`config.mk`:
```
export PLATFORM = sky130hd
export DESIGN_NAME = cpm_core
export DESIGN_NICKNAME = d
export VERILOG_FILES = /design/src/cpm_pkg.sv /design/src/cpm_sync.sv /design/src/cpm_chan_map.sv /design/src/cpm_core.sv
export SDC_FILE = /design/constraint.sdc
export NUM_CORES = 1
export LEC_CHECK = 0
export BUFFER_PORTS_ARGS = -buffer_cell sky130_fd_sc_hd__buf_2
export CAP_MARGIN = 10
export CORE_MARGIN = 5
export CORE_UTILIZATION = 50
export DETAILED_ROUTE_END_ITERATION = 16
export PLACE_DENSITY = 0.89
export RECOVER_POWER = 25
export SYNTH_ARGS = -nofsm -noshare
export SYNTH_HDL_FRONTEND = slang
export SYNTH_HIERARCHICAL = 1
export SYNTH_SLANG_ARGS = --single-unit
```
`constraint.sdc`:
```
create_clock -name clk_sys -period 2.2 [get_ports clk_sys]
set_clock_uncertainty 0.2 [all_clocks]
set_input_delay 0.22 -clock clk_sys [delete_from_list [all_inputs] [get_ports clk_sys]]
set_output_delay 0.22 -clock clk_sys [all_outputs]
set_load 0.01 [all_outputs]
```
`src/cpm_pkg.sv`:
```
// package for the control pin and supply mode logic of the switch
// assumes eight channels and two direct input pins
package cpm_pkg;

	// ---------------------------------------------------------------
	// channel layout
	// ---------------------------------------------------------------
	localparam int CPM_CHANNELS = 8;
	localparam int CPM_INPUTS = 2;
	localparam int CPM_DEFAULT_CH_A = 2;
	localparam int CPM_DEFAULT_CH_B = 3;

	// ---------------------------------------------------------------
	// reset values
	// ---------------------------------------------------------------
	localparam logic [7:0] CPM_MAP_A_RESET = 8'h04;
	localparam logic [7:0] CPM_MAP_B_RESET = 8'h08;
	localparam logic [7:0] CPM_OUT_RESET = 8'h00;

	// ---------------------------------------------------------------
	// synchroniser depth for pins and supply monitors
	// ---------------------------------------------------------------
	localparam int CPM_SYNC_STAGES = 2;

	typedef enum logic [1:0] {
		CPM_MODE_SLEEP,
		CPM_MODE_FAILSAFE,
		CPM_MODE_ACTIVE
	} cpm_mode_e;

	typedef struct packed {
		logic [7:0] map_a;
		logic [7:0] map_b;
		logic [7:0] out;
		logic [7:0] drive;
		logic [1:0] mon;
		cpm_mode_e mode;
		logic uv_latched;
		logic spi_allowed;
		logic uv_detect_en;
	} cpm_state_s;

endpackage

```
`src/cpm_sync.sv`:
```
// two flip-flop synchroniser for a group of unrelated level inputs
// assumes each bit is an independent slow level, not a bus
`timescale 1ns/1ns
module cpm_sync
	import cpm_pkg::*;
#(
	parameter int WIDTH = 6
) (
	// clock and reset
	input wire logic clk_sys,
	input wire logic rst_b,
	// levels
	input wire logic [WIDTH-1:0] async_in,
	output logic [WIDTH-1:0] sync_out
);

	logic [WIDTH-1:0] meta_reg;

	if (WIDTH < 1) begin : g_chk
		$error("cpm_sync: WIDTH must be at least one");
	end

	// first stage feeds the second stage only
	always_ff @(posedge clk_sys or negedge rst_b) begin
		if (!rst_b) begin
			meta_reg <= '0;
			sync_out <= '0;
		end else begin
			meta_reg <= async_in;
			sync_out <= meta_reg;
		end
	end

endmodule

```
`src/cpm_chan_map.sv`:
```
// combines the output register with the mapped direct inputs
// assumes map and output values already reflect any register reset
`timescale 1ns/1ns
module cpm_chan_map
	import cpm_pkg::*;
#(
	parameter int CHANNELS = 8
) (
	// register values
	input wire logic [CHANNELS-1:0] out_bits,
	input wire logic [CHANNELS-1:0] map_a,
	input wire logic [CHANNELS-1:0] map_b,
	// synchronised pin levels
	input wire logic in_a,
	input wire logic in_b,
	// requested channel state
	output logic [CHANNELS-1:0] request
);

	// a channel is asked on by its own bit or by any pin mapped to it
	always_comb begin
		request = out_bits | (map_a & {CHANNELS{in_a}})
			| (map_b & {CHANNELS{in_b}});
	end

endmodule

```
`src/cpm_core.sv`:
```
// control pin and supply mode logic of an eight channel power switch
// assumes supply monitor flags and pins are asynchronous levels and the
// register write strobes come from serial logic on clk_sys
//
// Contract
// after reset input a drives channel 2, input b channel 3 only
// software may reprogram each input map to other or more channels
// channel drive is output bit OR every mapped active input
// input levels are reported continuously, also in fail-safe
// standby low with an input high enters fail-safe, default channel on
// standby low with all inputs low enters sleep
// host holds standby level for its settle time before changing
// standby low holds all serial registers at defaults
// sleep switches off undervoltage detection on both supplies
// sleep refuses serial transfers and keeps SO released
// both supplies low blocks power stages, serial access, resets regs
// logic supply low blocks serial access and resets registers
// battery low disables channels, re-enabled at operating threshold
// between thresholds channels stay on but off ones stay off
// each map holds one select bit per channel, default one bit
`timescale 1ns/1ns
module cpm_core
	import cpm_pkg::*;
#(
	parameter int CHANNELS = CPM_CHANNELS
) (
	// clock and reset
	input wire logic clk_sys,
	input wire logic rst_b,
	// control pins
	input wire logic direct_input_a,
	input wire logic direct_input_b,
	input wire logic standby_pin,
	// supply monitors
	input wire logic logic_uv,
	input wire logic battery_uv,
	input wire logic battery_below_op,
	// register writes from the serial logic
	input wire logic map_a_wr,
	input wire logic [CHANNELS-1:0] map_a_wdata,
	input wire logic map_b_wr,
	input wire logic [CHANNELS-1:0] map_b_wdata,
	input wire logic out_wr,
	input wire logic [CHANNELS-1:0] out_wdata,
	// register contents
	output logic [CHANNELS-1:0] input_a_channel_map,
	output logic [CHANNELS-1:0] input_b_channel_map,
	output logic [CHANNELS-1:0] out_value,
	output logic [1:0] input_level_monitor,
	// channels and status
	output logic [CHANNELS-1:0] channel_drive,
	output logic [1:0] mode,
	output logic spi_allowed,
	output logic uv_detect_enable
);

	// ---------------------------------------------------------------
	// elaboration checks
	// ---------------------------------------------------------------
	if (CHANNELS != CPM_CHANNELS) begin : g_chk
		$error("cpm_core: reset maps are laid out for eight channels");
	end

	// ---------------------------------------------------------------
	// pin and monitor synchronisation
	// ---------------------------------------------------------------
	logic [5:0] sync_q;
	logic in_a_s;
	logic in_b_s;
	logic standby_s;
	logic logic_uv_s;
	logic battery_uv_s;
	logic below_op_s;

	cpm_sync #(
		.WIDTH(6)
	) u_sync (
		.clk_sys(clk_sys),
		.rst_b(rst_b),
		.async_in({battery_below_op, battery_uv, logic_uv, standby_pin,
			direct_input_b, direct_input_a}),
		.sync_out(sync_q)
	);

	assign in_a_s = sync_q[0];
	assign in_b_s = sync_q[1];
	assign standby_s = sync_q[2];
	assign logic_uv_s = sync_q[3];
	assign battery_uv_s = sync_q[4];
	assign below_op_s = sync_q[5];

	// ---------------------------------------------------------------
	// state
	// ---------------------------------------------------------------
	cpm_state_s s_reg;
	cpm_state_s s_next;
	logic regs_reset;
	logic any_input;
	logic power_block;
	logic [CHANNELS-1:0] eff_map_a;
	logic [CHANNELS-1:0] eff_map_b;
	logic [CHANNELS-1:0] eff_out;
	logic [CHANNELS-1:0] req;

	assign any_input = in_a_s | in_b_s;
	// standby resets registers
	// logic supply resets registers
	// both supplies low also lands here through logic_uv_s
	assign regs_reset = !standby_s || logic_uv_s;
	// battery low blocks channels
	// power stages blocked
	assign power_block = battery_uv_s || s_reg.uv_latched;

	// registers read as defaults in the very cycle the reset condition
	// appears, so fail-safe uses the default mapping without a lag
	// fail-safe default channel
	// default mapping
	always_comb begin
		eff_map_a = regs_reset ? CPM_MAP_A_RESET : s_reg.map_a;
		eff_map_b = regs_reset ? CPM_MAP_B_RESET : s_reg.map_b;
		eff_out = regs_reset ? CPM_OUT_RESET : s_reg.out;
	end

	// R3 or of register and pins
	cpm_chan_map #(
		.CHANNELS(CHANNELS)
	) u_map (
		.out_bits(eff_out),
		.map_a(eff_map_a),
		.map_b(eff_map_b),
		.in_a(in_a_s),
		.in_b(in_b_s),
		.request(req)
	);

	always_comb begin
		s_next = s_reg;
		// monitor always live
		s_next.mon = {in_b_s, in_a_s};
		// fail-safe entry
		// sleep entry
		if (standby_s) begin
			s_next.mode = CPM_MODE_ACTIVE;
		end else if (any_input) begin
			s_next.mode = CPM_MODE_FAILSAFE;
		end else begin
			s_next.mode = CPM_MODE_SLEEP;
		end
		// detection off in sleep
		s_next.uv_detect_en = standby_s || any_input;
		// no serial in sleep
		// no serial on logic supply low
		s_next.spi_allowed = (standby_s || any_input) && !logic_uv_s;
		// software map writes
		// one select bit per channel
		if (regs_reset) begin
			s_next.map_a = CPM_MAP_A_RESET;
			s_next.map_b = CPM_MAP_B_RESET;
			s_next.out = CPM_OUT_RESET;
		end else begin
			if (map_a_wr) begin
				s_next.map_a = map_a_wdata;
			end
			if (map_b_wr) begin
				s_next.map_b = map_b_wdata;
			end
			if (out_wr) begin
				s_next.out = out_wdata;
			end
		end
		// hold off until operating threshold
		if (battery_uv_s) begin
			s_next.uv_latched = 1'b1;
		end else if (!below_op_s) begin
			s_next.uv_latched = 1'b0;
		end
		// no new turn-on between thresholds
		if (power_block) begin
			s_next.drive = '0;
		end else if (below_op_s) begin
			s_next.drive = req & s_reg.drive;
		end else begin
			s_next.drive = req;
		end
	end

	always_ff @(posedge clk_sys or negedge rst_b) begin
		if (!rst_b) begin
			s_reg.map_a <= CPM_MAP_A_RESET;
			s_reg.map_b <= CPM_MAP_B_RESET;
			s_reg.out <= CPM_OUT_RESET;
			s_reg.drive <= '0;
			s_reg.mon <= 2'h0;
			s_reg.mode <= CPM_MODE_SLEEP;
			s_reg.uv_latched <= 1'b0;
			s_reg.spi_allowed <= 1'b0;
			s_reg.uv_detect_en <= 1'b0;
		end else begin
			s_reg <= s_next;
		end
	end

	// ---------------------------------------------------------------
	// outputs
	// ---------------------------------------------------------------
	assign input_a_channel_map = s_reg.map_a;
	assign input_b_channel_map = s_reg.map_b;
	assign out_value = s_reg.out;
	assign input_level_monitor = s_reg.mon;
	assign channel_drive = s_reg.drive;
	assign mode = s_reg.mode;
	assign spi_allowed = s_reg.spi_allowed;
	assign uv_detect_enable = s_reg.uv_detect_en;
endmodule

```
# Yosys cells after proc, flatten, opt, wreduce, memory -nomap -nowiden
# Index checks and enable logic that the tools add are counted.
# classes
eq_ne	1
n_mux	13
bitwise	6
n_reduce_logical	9
# op_table
operator	count
two-way mux 8 bit	8
bitwise AND 8 bit	3
two-way mux 24 bit	1
bitwise OR 8 bit	2
nonzero test 2 bit	3
logical OR 1 bit	3
two-way mux 1 bit	3
zero test 1 bit	2
two-way mux 2 bit	1
!= test 2 bit (second input constant)	1
logical AND 1 bit	1
bitwise OR 1 bit	1
# word_totals
ff_bits	51
inputBits	35
output_inout_bits	38
elab_cells	40

# Longest topological paths before layout
# logic_depth
ltp_word	9
depth_mapped	5
mapped_depth_nobuf	4

# Modules after synthesis
# Netlist, hierarchy kept.
# by_module_without_submodules
module	instances	cells_each	area_each_um2	seq_area_each_um2
cpm_core	1	178	1911.8	978.4
cpm_sync	1	12	300.3	300.3
cpm_chan_map	1	10	102.6	0.0

# Worst setup path before layout
# Ideal clock, no wire load.
# synth_path
path_kind	reg-to-reg
start	reg u_sync.sync_out[2]
end	reg s_reg, in the netlist channel_drive[6]
setup_time_ns	0.120
arrival_time_ns	1.310
required_ns	1.880
setup_slack_ns	0.570
stages_incl_launch_ff	6
n_path_buf	1
period_less_slack_ns	1.630
cell_sequence	dfrtp_1 -> and2b_4 -> buf_2 -> and2_1 -> a221o_1 -> and3_1
# synth_lines
element	line	text
start, declared	cpm_sync.sv:14	output logic [WIDTH-1:0] sync_out
start signal, assigned	cpm_sync.sv:30	sync_out <= meta_reg;
end signal, assigned	cpm_core.sv:199	s_reg <= s_next;
end, declared	cpm_core.sv:95	cpm_state_s s_reg;

==> results.md <==
* Run status: finished, final reports clean
* Largest net degree at the start of global routing at 27
* Clk sink count at 51
* Antenna fix cells at 0
* Final Hold Viols at 0
* Final Max Slew Viols at 0
* Multi-input logic area at 708 µm²
* Yosys top cell area share at 0.530
* First-iteration detailed-routing DRC count at 91
* CTS H-tree depth at 2
* Mapped Area at 2310 µm²
* Setup_tns at 0 ps
* Die area at 6090 µm²
* Row count at 24
* # resized after CTS at 0
* Post-CTS Setup Bufs at 0
* Starting density of the core at 0.524
* Via count at 1532
* Max Cap Viol at 0
* WL met2 at 2400 µm
* Area grow syn2layout at 22.1%
* Initial antenna violation count at 0
* ANT nets after route at 0
* Vias in the first global route at 1641
* Leading area contributor after synthesis: dfrtp_1
* Pwr Density at 603 nW/µm²
* Die X at 78.0 µm
* Root Buffer: clkbuf_8
* Clk_lat worst skew at 300 ps
* Seq cells post-synth at 51
* Filler cells at 341
* Final worst slack at 538 ps
* Synth Area in Adders at 0
* Port buffer count at 72
* Worst Path Required at 2200 ps
* RSZ-0062 raised after global routing: false
* TritonCTS Buffers at 5
* Clock slew seen by the registers of the worst setup and hold paths at 90 ps
* Main combinational cell family by area after synthesis: simple AND/OR/NAND/NOR gates
* HPWL after DPL at 3400 µm
* Die Ht at 78.0 µm
* Setup crit start kind: flop
* Total gr overflow at 0
* Leak at 1.52 nW
* Clock Tree Buf Depth at 2
* Fin crit share at 0.755
* CP arrival at 1660 ps
* Synth Area per Inst at 11.6 µm²
* Fin nets at 303
* WL/cell at 15.2 µm
* Hold Buf Count CTS at 31
* Synth Instances at 200
* Max Clk Rate at 602 MHz
* Seq. cell area at 1280 µm²
* Met1 wire length at 2070 µm
* Number of I/O pins at 73
* RePlAce Congestion at 0.777
* Setup violation total in the final timing report at 0
* Share of layout cells above drive strength 1 at 0.312
* Worst slew pin tran at 533 ps
* CORE AREA at 4410 µm²
* Fin crit period at 1660 ps
* Critical path peak fanout at 26
* Post-synthesis mux area share at 0.104
* Register area share after synthesis at 0.552
* VDD IR max at 0.443 mV
* Post-route DRC at 0
* Power consumption at 0.00171 W
* Number of vias per cell at 4.77
* Post-Synth XOR/XNOR Area at 0
* Highest routed metal layer: met4
* Drt pass-1 iters at 4
* Nature of the critical path endpoint: flop
* Synth area leaders: dfrtp_1 (53%), buf_4 (12%), mux2i_1 (10%), and2_1 (5.9%), nor2_1 (4.1%)
* Placement Setup Slack at 553 ps
* First-pass GRT wire length at 8220 µm
* DR WL met3 at 301 µm
* Relative slew slack at 0.645
* Unique masters post-synth at 16
* Compound-Gate Fraction of Synth Area at 0.0378
* Gr usage total at 0.172
* CTS tree: done
* Critical Setup Path Class: flop to flop
* Syn Nets at 235
* Simple-gate share of the synthesized area at 0.164
* HP Class: flop to flop
* Synth Warn # at 6
* Routed WL at 4870 µm
path summary, 6_finish.rpt:
check                      cells after the start  slack (ps)          startpoint            endpoint
setup / recovery                               4         540  u_sync/sync_out[3]    channel_drive[2]
hold / removal                                 0         150  u_sync/meta_reg[3]  u_sync/sync_out[3]
setup reg to reg                               4         540  u_sync/sync_out[3]    channel_drive[2]
hold reg to reg                                0         150  u_sync/meta_reg[3]  u_sync/sync_out[3]
max in group asynchronous                      3         950               rst_b  u_sync/meta_reg[5]
min in group asynchronous                      2         230               rst_b  u_sync/sync_out[3]
cells by family after synthesis:
kind of cell / count (synthesis)
muxes: 24
AOI/OAI and AO/OA: 9
and+or+nand+nor: 71
buffers and inverters: 45
DFF: 51
cells in the mapped netlist:
master / n
buf_4: 36
or3_1: 1
and3_1: 8
a221o_1: 8
a21o_1: 1
buf_2: 7
nand2b_1: 11
dfrtp_1: 49
nand2_1: 2
nor2_1: 25
and2b_4: 1
dfstp_2: 2
mux2i_1: 24
and2_1: 22
buf_6: 2
nor2b_1: 1
cell type report:
type,instances,area share
Tap cell,52,0.0230
Timing Repair Buffer,106,0.245
Clock inverter,1,0.00177
Sequential cell,51,0.452
Multi-Input combinational cell,104,0.251
Clock buffer,7,0.0270
metal layers:
metal | track usage | up-vias
li1 | - | 758
met1 | 0.216 | 714
met2 | 0.285 | 53
met3 | 0.0423 | 7
met4 | 0.0726 | 0
met5 | 0 | -
per-stage QoR:
step                       util  cell area, µm²  hold slack (ps)  cells
after floorplan               -            2310             -276    200
after global placement    0.552            2430             20.9    282
after detailed placement  0.552            2430             25.9    282
after CTS                 0.640            2830              139    321
after global routing      0.640            2830              152    321
final                     0.640            2830              150    321
layout by cell type, fill, tap and decap left out:
master | synthesis | routed
buf_2 | 7 | 72
dfrtp_1 | 49 | 49
dlygate4sd3_1 | 0 | 31
nor2_1 | 25 | 25
mux2i_1 | 24 | 24
and2_1 | 22 | 22
nand2b_1 | 11 | 11
and3_1 | 8 | 8
a221o_1 | 8 | 8
clkbuf_8 | 0 | 5
buf_4 | 36 | 3
nand2_1 | 2 | 2
clkbuf_1 | 0 | 2
dfstp_2 | 2 | 2
and2b_4 | 1 | 1
or3_1 | 1 | 1
nor2b_1 | 1 | 1
a21o_1 | 1 | 1
clkinv_2 | 0 | 1
power by group:
group          switching, W  internal [W]  leakage, nW  total, W
combinational     0.0000934      0.000109        0.829  0.000203
clock              0.000282      0.000224       0.0422  0.000506
sequential        0.0000264      0.000970        0.653  0.000997
critical path: stages, from the launching register on:
cell	delay, ps
dfrtp_1	400
and2b_4	380
nand2b_1	90
a221o_1	340
and3_1	140
No activity file was read; power rests on OpenSTA's default activity.
